[src/core/tsls_pkg.sv]
// Shared constants and types of the time-slot loopback switch.
// Assumes a single 100 MHz clock domain and one slot step per clock.
package tsls_pkg;

  // ****************************************************************
  // Frame geometry
  // ****************************************************************
  localparam int SLOT_W = 4; // Slot index width, 16 slots a frame
  localparam int BYTE_W = 8; // One slot carries one byte

  // ****************************************************************
  // Pointer and connection entry layout
  // ****************************************************************
  localparam int PTR_UD_BIT = 7; // Direction bit of a pointer
  localparam int ENT_W = 9; // {code[3:0], ud, slot[3:0]}
  localparam int ENT_CODE_LSB = 5; // Channel code field position
  localparam int ENT_UD_BIT = 4; // Direction bit inside an entry
  localparam logic [3:0] CODE_UNASSIGNED = 4'h0; // No connection
  localparam logic [3:0] CODE_FULL_SLOT = 4'h1; // Whole 64 kbit/s slot

  // ****************************************************************
  // Memory operation codes
  // ****************************************************************
  localparam logic [7:0] OP_TRISTATE = 8'h60; // Tristate field access
  localparam logic [3:0] OP_CM_HI = 4'h7; // Upper nibble of CM write

  // ****************************************************************
  // Host command selectors and buffer
  // ****************************************************************
  localparam logic [1:0] SEL_DATA = 2'h0; // Load data register
  localparam logic [1:0] SEL_ADDR = 2'h1; // Load address register
  localparam logic [1:0] SEL_CTRL = 2'h2; // Load control, start access
  localparam int BUF_DEPTH = 2; // Command buffer entries
  localparam logic [7:0] REG_RESET = 8'h00; // Reset of host registers

  // Command executor states
  typedef enum logic {EX_IDLE, EX_APPLY} tsls_exec_t;

endpackage

[src/core/tsls_mem.sv]
// Small word memory with one write port and a registered read port.
// Assumes synchronous use on clk; contents clear under reset.
`timescale 1ns/1ps
module tsls_mem
  import tsls_pkg::*;
#(
  parameter int W = 8,
  parameter int AW = 4
) (
  // Clock and reset
  input wire logic clk,
  input wire logic rst,
  // Write port
  input wire logic wr_en,
  input wire logic [AW-1:0] wr_addr,
  input wire logic [W-1:0] wr_data,
  // Read port, data one cycle after address
  input wire logic [AW-1:0] rd_addr,
  output logic [W-1:0] rd_data
);

  logic [W-1:0] mem_ff [2**AW]; // Storage words

  // ****************************************************************
  // Storage and read register
  // ****************************************************************
  // Clearing on reset keeps every entry unassigned and high impedance
  always_ff @(posedge clk or posedge rst) begin
    if (rst) begin
      for (int i = 0; i < 2**AW; i++) begin
        mem_ff[i] <= '0;
      end
      rd_data <= '0;
    end else begin
      if (wr_en) begin
        mem_ff[wr_addr] <= wr_data;
      end
      // Read before write: same-cycle write shows on the next read
      rd_data <= mem_ff[rd_addr];
    end
  end

endmodule

[src/core/tsls_loopback_switch.sv]
// Time-slot switch core with loops over the opposite interface.
// Assumes serial data already framed into one byte per slot per clock,
// and a host on the same clock issuing data/address/control commands.
`timescale 1ns/1ps
module tsls_loopback_switch
  import tsls_pkg::*;
(
  // Clock and reset
  input wire logic clk,
  input wire logic rst,
  // Serial interfaces, receive bytes from pins
  input wire logic [7:0] pcm_rx_data,
  input wire logic [7:0] cfi_rx_data,
  // Serial interfaces, transmit bytes and enables
  output logic [7:0] pcm_tx_data,
  output logic [7:0] pcm_tx_oe,
  output logic [7:0] cfi_tx_data,
  output logic cfi_tx_oe,
  output logic [3:0] frame_slot,
  // Host command stream
  input wire logic host_valid,
  input wire logic [1:0] host_sel,
  input wire logic [7:0] host_wdata,
  output logic host_ready,
  output logic cmd_error
);

  // ****************************************************************
  // Declarations
  // ****************************************************************
  logic [7:0] pcm_s1_ff, pcm_s2_ff, cfi_s1_ff, cfi_s2_ff; // Synchronisers
  logic [SLOT_W-1:0] cnt_ff, nxt_cnt; // Slot of synced data
  logic [7:0] p1_cfi_ff, nxt_p1_cfi, p2_cfi_ff, nxt_p2_cfi; // Upstream bytes
  logic [ENT_W-1:0] p2_us_ff, nxt_p2_us; // Upstream entry at stage 2
  logic [ENT_W-1:0] p2_ds_ff, nxt_p2_ds; // Downstream entry at stage 2
  logic [7:0] pcm_tx_ff, nxt_pcm_tx, pcm_oe_ff, nxt_pcm_oe;
  logic [7:0] cfi_tx_ff, nxt_cfi_tx;
  logic cfi_oe_ff, nxt_cfi_oe;
  logic [ENT_W-1:0] us_cm_rd, ds_cm_rd; // Connection entries, stage 1
  logic [7:0] ds_dm_rd, us_a_rd, us_b_rd, ts_rd; // Memory read data
  logic [7:0] ds_val; // Internal downstream serial output byte
  logic us_we; // Upstream data memory write
  logic [SLOT_W-1:0] us_waddr;
  logic [7:0] us_wdata;
  // Host side
  logic [9:0] buf_ff [BUF_DEPTH]; // {sel, data} entries
  logic [9:0] nxt_buf [BUF_DEPTH];
  logic [1:0] buf_cnt_ff, nxt_buf_cnt;
  logic buf_head_ff, nxt_buf_head;
  logic rdy_ff, nxt_rdy, err_ff, nxt_err;
  logic [7:0] data_reg_ff, nxt_data_reg, addr_reg_ff, nxt_addr_reg;
  logic [7:0] ctrl_reg_ff, nxt_ctrl_reg;
  tsls_exec_t ex_ff, nxt_ex;
  logic push, pop;
  logic ts_we, us_cm_we, ds_cm_we;
  logic [7:0] ts_wdata;
  logic [ENT_W-1:0] cm_wdata;

  // Spread four pair enables onto eight bit enables
  function automatic logic [7:0] pair_oe(input logic [7:0] d);
    logic [7:0] r;
    r = 8'h00;
    for (int i = 0; i < 4; i++) begin
      r[2*i] = d[i];
      r[2*i+1] = d[i];
    end
    return r;
  endfunction

  // ****************************************************************
  // Pin synchronisers
  // ****************************************************************
  // Pin bytes pass two flops before the switch reads them
  always_ff @(posedge clk or posedge rst) begin
    if (rst) begin
      pcm_s1_ff <= 8'h00;
      pcm_s2_ff <= 8'h00;
      cfi_s1_ff <= 8'h00;
      cfi_s2_ff <= 8'h00;
    end else begin
      pcm_s1_ff <= pcm_rx_data;
      pcm_s2_ff <= pcm_s1_ff;
      cfi_s1_ff <= cfi_rx_data;
      cfi_s2_ff <= cfi_s1_ff;
    end
  end

  // ****************************************************************
  // Memories
  // ****************************************************************
  // Downstream data memory, written with received PCM bytes by slot
  tsls_mem #(.W(8), .AW(SLOT_W)) u_ds_dm (
    .clk(clk), .rst(rst), .wr_en(1'b1), .wr_addr(cnt_ff),
    .wr_data(pcm_s2_ff), .rd_addr(ds_cm_rd[3:0]), .rd_data(ds_dm_rd));
  // Upstream data memory, copy read by the PCM transmitter
  tsls_mem #(.W(8), .AW(SLOT_W)) u_us_dm_a (
    .clk(clk), .rst(rst), .wr_en(us_we), .wr_addr(us_waddr),
    .wr_data(us_wdata), .rd_addr(cnt_ff), .rd_data(us_a_rd));
  // Second copy gives the downstream return path its own read port
  tsls_mem #(.W(8), .AW(SLOT_W)) u_us_dm_b (
    .clk(clk), .rst(rst), .wr_en(us_we), .wr_addr(us_waddr),
    .wr_data(us_wdata), .rd_addr(ds_cm_rd[3:0]), .rd_data(us_b_rd));
  // Connection memories indexed by line-card slot
  tsls_mem #(.W(ENT_W), .AW(SLOT_W)) u_us_cm (
    .clk(clk), .rst(rst), .wr_en(us_cm_we), .wr_addr(addr_reg_ff[3:0]),
    .wr_data(cm_wdata), .rd_addr(cnt_ff), .rd_data(us_cm_rd));
  tsls_mem #(.W(ENT_W), .AW(SLOT_W)) u_ds_cm (
    .clk(clk), .rst(rst), .wr_en(ds_cm_we), .wr_addr(addr_reg_ff[3:0]),
    .wr_data(cm_wdata), .rd_addr(cnt_ff), .rd_data(ds_cm_rd));
  // Tristate fields per PCM transmit slot, reset is all high impedance
  tsls_mem #(.W(8), .AW(SLOT_W)) u_ts (
    .clk(clk), .rst(rst), .wr_en(ts_we), .wr_addr(addr_reg_ff[3:0]),
    .wr_data(ts_wdata), .rd_addr(cnt_ff), .rd_data(ts_rd));

  // ****************************************************************
  // Switching pipeline
  // ****************************************************************
  // Stage 0 reads entries, stage 1 reads data, stage 2 writes/sends
  always_comb begin
    nxt_cnt = cnt_ff + 4'h1;
    nxt_p1_cfi = cfi_s2_ff;
    nxt_p2_cfi = p1_cfi_ff;
    nxt_p2_us = us_cm_rd;
    nxt_p2_ds = ds_cm_rd;
    // Borrowed PCM slot drives only where its field says low Z
    nxt_pcm_tx = us_a_rd;
    nxt_pcm_oe = ts_rd;
    // U/D=1 returns bytes stored upstream, not from the PCM line
    ds_val = p2_ds_ff[ENT_UD_BIT] ? us_b_rd : ds_dm_rd;
    // Full byte moves; code zero keeps the output disabled
    nxt_cfi_tx = ds_val;
    nxt_cfi_oe = p2_ds_ff[8:5] != CODE_UNASSIGNED;
    // Leading zero takes the internal downstream byte as input
    us_wdata = p2_us_ff[ENT_UD_BIT] ? p2_cfi_ff : ds_val;
    // Either way the pointer names an upstream PCM slot
    us_waddr = p2_us_ff[3:0];
    us_we = p2_us_ff[8:5] != CODE_UNASSIGNED;
  end

  // Registers of the pipeline; outputs come straight from these
  always_ff @(posedge clk or posedge rst) begin
    if (rst) begin
      cnt_ff <= '0;
      p1_cfi_ff <= 8'h00;
      p2_cfi_ff <= 8'h00;
      p2_us_ff <= '0;
      p2_ds_ff <= '0;
      pcm_tx_ff <= 8'h00;
      pcm_oe_ff <= 8'h00;
      cfi_tx_ff <= 8'h00;
      cfi_oe_ff <= 1'b0;
    end else begin
      cnt_ff <= nxt_cnt;
      p1_cfi_ff <= nxt_p1_cfi;
      p2_cfi_ff <= nxt_p2_cfi;
      p2_us_ff <= nxt_p2_us;
      p2_ds_ff <= nxt_p2_ds;
      pcm_tx_ff <= nxt_pcm_tx;
      pcm_oe_ff <= nxt_pcm_oe;
      cfi_tx_ff <= nxt_cfi_tx;
      cfi_oe_ff <= nxt_cfi_oe;
    end
  end

  // ****************************************************************
  // Host command buffer and executor
  // ****************************************************************
  // Two entries absorb a control word while the executor applies it
  always_comb begin
    push = host_valid && rdy_ff;
    pop = (buf_cnt_ff != 2'h0) && (ex_ff == EX_IDLE);
    nxt_buf = buf_ff;
    if (push) begin
      // Tail sits one past the head whenever one entry is queued, even
      // when that entry leaves in this cycle and the head moves onto it
      nxt_buf[buf_head_ff ^ buf_cnt_ff[0]] = {host_sel, host_wdata};
    end
    nxt_buf_cnt = buf_cnt_ff + {1'b0, push} - {1'b0, pop};
    nxt_buf_head = pop ? ~buf_head_ff : buf_head_ff;
    nxt_rdy = nxt_buf_cnt != 2'(BUF_DEPTH);
    nxt_data_reg = data_reg_ff;
    nxt_addr_reg = addr_reg_ff;
    nxt_ctrl_reg = ctrl_reg_ff;
    nxt_ex = EX_IDLE;
    nxt_err = err_ff;
    if (pop) begin
      // Data and address only load; control starts the access
      if (buf_ff[buf_head_ff][9:8] == SEL_DATA) begin
        nxt_data_reg = buf_ff[buf_head_ff][7:0];
      end else if (buf_ff[buf_head_ff][9:8] == SEL_ADDR) begin
        nxt_addr_reg = buf_ff[buf_head_ff][7:0];
      end else if (buf_ff[buf_head_ff][9:8] == SEL_CTRL) begin
        nxt_ctrl_reg = buf_ff[buf_head_ff][7:0];
        nxt_ex = EX_APPLY;
      end else begin
        nxt_err = 1'b1;
      end
    end
    // Access uses the data and address loaded before it
    ts_we = (ex_ff == EX_APPLY) && (ctrl_reg_ff == OP_TRISTATE);
    ts_wdata = pair_oe(data_reg_ff);
    cm_wdata = {ctrl_reg_ff[3:0], data_reg_ff[PTR_UD_BIT], data_reg_ff[3:0]};
    us_cm_we = (ex_ff == EX_APPLY) && (ctrl_reg_ff[7:4] == OP_CM_HI)
      && addr_reg_ff[PTR_UD_BIT];
    ds_cm_we = (ex_ff == EX_APPLY) && (ctrl_reg_ff[7:4] == OP_CM_HI)
      && !addr_reg_ff[PTR_UD_BIT];
    if ((ex_ff == EX_APPLY) && !ts_we && (ctrl_reg_ff[7:4] != OP_CM_HI)) begin
      nxt_err = 1'b1; // Unknown operation code is ignored and flagged
    end
  end

  // Host registers
  always_ff @(posedge clk or posedge rst) begin
    if (rst) begin
      buf_ff[0] <= '0;
      buf_ff[1] <= '0;
      buf_cnt_ff <= 2'h0;
      buf_head_ff <= 1'b0;
      rdy_ff <= 1'b0;
      err_ff <= 1'b0;
      data_reg_ff <= REG_RESET;
      addr_reg_ff <= REG_RESET;
      ctrl_reg_ff <= REG_RESET;
      ex_ff <= EX_IDLE;
    end else begin
      buf_ff <= nxt_buf;
      buf_cnt_ff <= nxt_buf_cnt;
      buf_head_ff <= nxt_buf_head;
      rdy_ff <= nxt_rdy;
      err_ff <= nxt_err;
      data_reg_ff <= nxt_data_reg;
      addr_reg_ff <= nxt_addr_reg;
      ctrl_reg_ff <= nxt_ctrl_reg;
      ex_ff <= nxt_ex;
    end
  end

  // ****************************************************************
  // Outputs
  // ****************************************************************
  assign pcm_tx_data = pcm_tx_ff;
  assign pcm_tx_oe = pcm_oe_ff;
  assign cfi_tx_data = cfi_tx_ff;
  assign cfi_tx_oe = cfi_oe_ff;
  assign frame_slot = cnt_ff;
  assign host_ready = rdy_ff;
  assign cmd_error = err_ff;
endmodule

[config.mk]
export PLATFORM = sky130hd
export DESIGN_NAME = tsls_loopback_switch
export DESIGN_NICKNAME = d
export VERILOG_FILES = /design/src/core/tsls_pkg.sv /design/src/core/tsls_mem.sv /design/src/core/tsls_loopback_switch.sv
export SDC_FILE = /design/constraint.sdc
export NUM_CORES = 1
export LEC_CHECK = 0
export BUFFER_PORTS_ARGS = -buffer_cell sky130_fd_sc_hd__buf_4
export CORE_MARGIN = 5
export CORE_UTILIZATION = 69
export CTS_CLUSTER_SIZE = 25
export DETAILED_ROUTE_END_ITERATION = 7
export HOLD_SLACK_MARGIN = 0.12
export MAX_ROUTING_LAYER = met4
export PLACE_DENSITY = 0.95
export SLEW_MARGIN = 0
export SYNTH_ARGS = -nofsm -noshare
export SYNTH_HDL_FRONTEND = slang
export SYNTH_HIERARCHICAL = 1
export SYNTH_SLANG_ARGS = --single-unit
[constraint.sdc]
create_clock -name clk -period 13 [get_ports clk]
set_clock_uncertainty 0.05 [all_clocks]
set_input_delay 1.3 -clock clk [delete_from_list [all_inputs] [get_ports clk]]
set_output_delay 1.3 -clock clk [all_outputs]
set_load 0.01 [all_outputs]
==> flow_metrics.env, run 1 <==
export IMPL_outcome="completed"
export IMPL_ys_seq_area_frac=0.581
export IMPL_clk_pin_slew_worst_paths_ns=0.06
export IMPL_clk_latency_ns=0.65
export IMPL_ys_top_cells_by_area="dfrtp_1 (58%), mux2_2 (21%), mux4_2 (11%)"
export IMPL_path_common_cell="buf_4"
export IMPL_drv_slew=0
export IMPL_slowest_delay_ns=0.89
export IMPL_syn_area_per_cell_sq_um=16.5
export IMPL_drive_above_1_share=0.505
export IMPL_htreeDepth=3
export IMPL_hp_start="nxt_p2_cfi[1]"
export IMPL_grt_pass1_wl_um=154000
export IMPL_start_kind="flip-flop"
export IMPL_synth_top_cell_area_share=0.581
export IMPL_drc=0
export IMPL_synth_top_area_cell="dfrtp_1"
export IMPL_antenna_found_initial=1
export IMPL_fin_crit_sh=0.278
export IMPL_cts_setup_buffers=0
export IMPL_ant_nets=0
export IMPL_cp_data_arrival_time_ns=4.07
export IMPL_clockRootBuffer="clkbuf_16"
export IMPL_port_buffer_count=59
export IMPL_vdd_drop_max_mv=0.244
export IMPL_critPathCaptureType="flip-flop"
export IMPL_synth_async_reset_ratio=1.00
export IMPL_min_period_ns=3.61
export IMPL_pin_count=60
export IMPL_worstHoldPathType="flip-flop to flip-flop"
export IMPL_overflow=0
export IMPL_clock_sinks=985
export IMPL_worstPathRequired_ns=13.46
export IMPL_synth_edf_count=0
export IMPL_syn_to_final_growth_pct=9.46
export IMPL_synth_seq_cells=985
export IMPL_p_per_area_nw_per_um2=154
export IMPL_dp_cells=3295
export IMPL_dr_total_vias=23700
export IMPL_hold_viol=0
export IMPL_rsz0062_at_grt="no"
export IMPL_hold_ws_ns=0.295
export IMPL_viasPerCell=6.84
export IMPL_cp_slowest_cell="buf_4"
export IMPL_relSlewSlack=0.165
export IMPL_critPathBufInv=2
export IMPL_die_w_um=258
export IMPL_crit_fanout=66
export IMPL_drt_total_wl_um=96700
export IMPL_gp_congestion=0.855
export IMPL_synthFlopType="dfrtp_1"
export IMPL_r2r_start="frame_slot[1]"
export IMPL_grt_max_degree=116
export IMPL_coreArea_sq_um=61400
export IMPL_cts_buffers=96
export IMPL_firstDrtPassIters=7
export IMPL_worst_pin_slew_ns=1.25
export IMPL_initial_utilization=0.692
export IMPL_fin_setup_tns_ns=0
export IMPL_nNetsFinal=2635
export IMPL_final_util=0.757
export IMPL_dieArea_sq_um=66600
export IMPL_cts_resized=0
export IMPL_crit_start="frame_slot[1]"
export IMPL_postCtsHoldBufs=0
export IMPL_dieHeight_um=258
export IMPL_fin_ws_ns=9.39
export IMPL_mostFrequentLayoutCells="dfrtp_1 (977), mux2_2 (788), mux4_2 (200)"
export IMPL_path_cells="buf_4 -> buf_4 -> mux4_2 -> a22oi_1 -> nand2_1"
export IMPL_cts_buffer_depth=3
export IMPL_yosysWarnings=6
export IMPL_gr_usage_all_layers=0.305
export IMPL_dr_first_iter_drc_count=2250
export IMPL_wire_per_inst_um=27.9
export IMPL_crit_type="flip-flop to flip-flop"
export IMPL_max_cap_violations=0
export IMPL_syn_area_sq_um=42400
export IMPL_grt_pass1_vias=26100
export IMPL_crit_family="buffers and inverters"
export IMPL_final_instance_count_excl_fill=3468
export IMPL_yosysUniqueCellTypes=41
export IMPL_finalSetupViolCount=0
export IMPL_leakagePower_nw=22.0
export IMPL_row_count=91
export IMPL_fmax_mhz=277
export IMPL_cts_tree="built"
export IMPL_synthCells=2579
export IMPL_place_ws_ns=9.47
export IMPL_layout_commonest_cell="dfrtp_1"
export IMPL_dp_final_hpwl_um=57000
## synth_stat cells (3+ instances only)
master and number:
dfrtp_1 985, mux2_2 788, mux4_2 200, a22oi_1 100, clkbuf_1 66, nand2_1 64
mux2_4 46, nor2_2 42, buf_2 32, mux2_1 28, nand2b_1 25, buf_4 21
buf_1 18, buf_6 18, nor2b_1 15, nor2_1 14, or3_1 14, inv_1 12
nand3b_1 12, nor3_4 12, nor3b_1 11, nand3_1 9, nand3_2 8, and2_1 6
nand2_4 4, nor3_1 4, nor4_4 4, xnor2_1 4, ha_1 3
## stage by stage
stage	instance area, sq um	power, W
floorplan	42500	0.00409
global placement	43200	0.00429
detailed placement	43200	0.00437
CTS	46500	0.00719
global route	46500	0.00741
finish	46500	0.00716
## flip-flops by register name (all words and copies together), names as in the netlist, 9 cells and up
signal and cells:
buf_ff 20, p2_us_ff 9, u_ds_cm/mem_ff 144, u_ds_cm/rd_data 9
u_ds_dm/mem_ff 128, u_ts/mem_ff 128, u_us_cm/mem_ff 144, u_us_cm/rd_data 9
u_us_dm_a/mem_ff 128, u_us_dm_b/mem_ff 128
## kinds of logic after synthesis
kind of cell,share of synthesized area
fa+ha+maj,0.000884
buf+inv,0.0210
other cells,0.0000884
flops,0.581
mux,0.339
simple gates,0.0384
compound gates,0.0181
xor+xnor,0.00142
## report_power, final
group | internal (W) | leakage [nW] | switching [W] | total [W]
clock network | 0.00166 | 1.58 | 0.00116 | 0.00282
logic | 0.000353 | 7.18 | 0.000352 | 0.000705
registers | 0.00326 | 13.3 | 0.000375 | 0.00364
## cell type report
class | instances | area (sq um)
multi-input cells | 1431 | 16900
fillers | 3151 | 14900
clock buffers | 137 | 2800
diodes | 1 | 2.50
repair buffers | 77 | 591
well taps | 790 | 988
flip-flops and latches | 985 | 24700
inverters | 12 | 70.1
clock inverters | 35 | 415
## layer usage
layer,share of wire,vias to the layer above,GRT usage
met1,0.39,12800,0.405
met2,0.51,1006,0.492
li1,-,9616,-
met5,0,-,-
met3,0.061,242,0.0497
met4,0.033,0,0.102
## path summary, 6_finish.rpt
| kind | endpoint | slack (ns) | depth (start not counted) |
|---|---|---|---|
| min in group asynchronous | u_ts/mem_ff[44] | 0.80 | 2 |
| min reg2reg | p2_cfi_ff[1] | 0.29 | 0 |
| max | u_us_cm/rd_data[1] | 9.39 | 5 |
| max reg2reg | u_us_cm/rd_data[1] | 9.39 | 5 |
| max in group asynchronous | u_ds_cm/mem_ff[85] | 10.51 | 3 |
| min | p2_cfi_ff[1] | 0.29 | 0 |
Power figures use the tool's default switching activity.
==> run 2, diff against run 1 <==
Settings changed: CORE_UTILIZATION 69 to 64, PLACE_DENSITY 0.95 to 0.93.
Clock period 13 ns to 3.5 ns, I/O delays scaled along.
==> run 2 against run 1 <==
Sequential share of layout area decreased by 1.1 points. Die area increased by 7.5%. Via count increased by 0.50%. Combinational power increased to 4.4 times the previous value. Flip-flop and latch count unchanged. Total power increased to 3.8 times the previous value. Hold slack got worse by 0.0048 ns. Register-to-register slack got worse by 8.9 ns. Wire length increased by 1.7%. Core utilization decreased by 3.6 points.
==> flow_metrics.env, run 2 (same netlist as run 1, synthesis figures left out) <==
export IMPL_clockRootBuffer="clkbuf_16"
export IMPL_crit_family="simple AND/OR/NAND/NOR gates"
export IMPL_grt_max_degree=137
export IMPL_cp_data_arrival_time_ns=3.44
export IMPL_drc=0
export IMPL_vdd_drop_max_mv=0.492
export IMPL_grt_pass1_wl_um=159000
export IMPL_fin_crit_sh=0.848
export IMPL_diodes=0
export IMPL_fmax_mhz=337
export IMPL_internal_power_w=0.0201
export IMPL_coreArea_sq_um=65700
export IMPL_worst_pin_slew_ns=1.24
export IMPL_dr_total_vias=23800
export IMPL_port_buffer_count=59
export IMPL_initial_utilization=0.646
export IMPL_viasPerCell=6.61
export IMPL_p_per_area_nw_per_um2=581
export IMPL_antenna_found_initial=0
export IMPL_dr_first_iter_drc_count=1895
export IMPL_fin_setup_tns_ns=0
export IMPL_mostFrequentLayoutCells="dfrtp_1 (977), mux2_2 (788), mux4_2 (200)"
export IMPL_worstPathRequired_ns=3.97
export IMPL_p_sw_w=0.00737
export IMPL_power_w=0.0275
export IMPL_critPathCaptureType="flip-flop"
export IMPL_cts_buffers=97
export IMPL_met2WireLength_um=51200
export IMPL_p_comb_frac=0.112
export IMPL_path_cells="and3b_1 -> nand2_1 -> nor3_1 -> nor3b_1 -> nor2b_1 -> mux2_2"
export IMPL_clk_latency_ns=0.67
export IMPL_finalSetupViolCount=0
export IMPL_clock_power_share=0.407
export IMPL_route_met3_wl_um=5560
export IMPL_final_instance_count_excl_fill=3603
export IMPL_start_kind="flip-flop"
export IMPL_drt_total_wl_um=98300
export IMPL_cp_slowest_cell="nor2b_1"
export IMPL_reg_top3="u_ds_cm/mem_ff: 144 flops, u_us_cm/mem_ff: 144 flops"
export IMPL_relSlewSlack=0.176
export IMPL_syn_to_final_growth_pct=11.7
export IMPL_clock_sinks=985
export IMPL_cts_tree="built"
export IMPL_dieArea_sq_um=71600
export IMPL_grt_pass1_vias=26700
export IMPL_met1Wirelength_um=37700
export IMPL_firstDrtPassIters=5
export IMPL_clk_pin_slew_worst_paths_ns=0.06
export IMPL_critPathBufInv=0
export IMPL_gp_congestion=0.846
export IMPL_postCtsHoldBufs=27
export IMPL_rsz0062_at_grt="no"
export IMPL_cts_buffer_depth=3
export IMPL_drive_above_1_share=0.510
export IMPL_wire_per_inst_um=27.3
export IMPL_worstHoldPathType="input pin to flip-flop"
export IMPL_swShare=0.268
export IMPL_cts_setup_buffers=0
export IMPL_r2r_setup_slack_ns=0.53
export IMPL_top_layer_used="met4"
export IMPL_leakagePower_nw=22.4
export IMPL_nNetsFinal=2687
export IMPL_power_frac_seq=0.481
export IMPL_ant_nets=0
export IMPL_hold_viol=0
export IMPL_crit_fanout=9
export IMPL_cts_resized=0
export IMPL_fillers=3502
export IMPL_outcome="completed"
export IMPL_final_util=0.721
export IMPL_gr_usage_all_layers=0.293
export IMPL_slowest_delay_ns=0.73
export IMPL_pin_count=60
export IMPL_max_cap_violations=0
export IMPL_overflow=0
export IMPL_min_period_ns=2.97
export IMPL_htreeDepth=3
export IMPL_drv_slew=0
export IMPL_die_w_um=268
export IMPL_row_count=94
export IMPL_dieHeight_um=268
export IMPL_layout_commonest_cell="dfrtp_1"
export IMPL_crit_type="flip-flop to flip-flop"
export IMPL_dp_cells=3393
export IMPL_dp_final_hpwl_um=58000
==> run 2: path summary, 6_finish.rpt <==
check,depth (start not counted),end,startpoint
max,6,u_ds_cm/mem_ff[112],ctrl_reg_ff[7]
max reg2reg,6,u_ds_cm/mem_ff[112],ctrl_reg_ff[7]
min reg2reg,0,pcm_s2_ff[4],pcm_s1_ff[4]
min,2,pcm_s1_ff[2],pcm_rx_data[2]
max in group asynchronous,4,cfi_s1_ff[1],rst
min in group asynchronous,3,u_ds_cm/mem_ff[29],rst
==> run 2: stage by stage <==
| step | hold slack [ns] | setup WS (ns) | instance area, sq um |
|---|---|---|---|
| 4_1_cts | 0.262 | 0.627 | 47400 |
| 5_1_grt | 0.279 | 0.363 | 47400 |
| 2_1_floorplan | 0.281 | 1.17 | 42500 |
| 3_3_place_gp | 0.285 | 0.848 | 43700 |
| 3_5_place_dp | 0.285 | 0.672 | 43700 |
| 6_report | 0.290 | 0.531 | 47400 |
==> run 2: layout make-up <==
class / count / area [sq um] / share of cell area
flip-flops and latches: 985 / 24700 / 0.520
repair buffers: 128 / 1180 / 0.0249
inverters: 12 / 71.3 / 0.00150
multi-input cells: 1431 / 16900 / 0.357
clock inverters: 55 / 711 / 0.0150
well taps: 864 / 1080 / 0.0228
clock buffers: 128 / 2770 / 0.0584
==> run 2: power by group through the flow <==
stage	Sequential, W	Combinational [W]	Clock, W
floorplan	0.0128	0.00239	0
global placement	0.0132	0.00282	0
detailed placement	0.0134	0.00299	0
CTS	0.0132	0.00307	0.0113
global route	0.0133	0.00329	0.0119
finish	0.0132	0.00308	0.0112
==> run 2: routing by layer <==
metal / vias up / track usage
li1: 9721 / -
met1: 12900 / 0.376
met2: 934 / 0.482
met3: 261 / 0.0446
met4: 0 / 0.110
met5: - / -
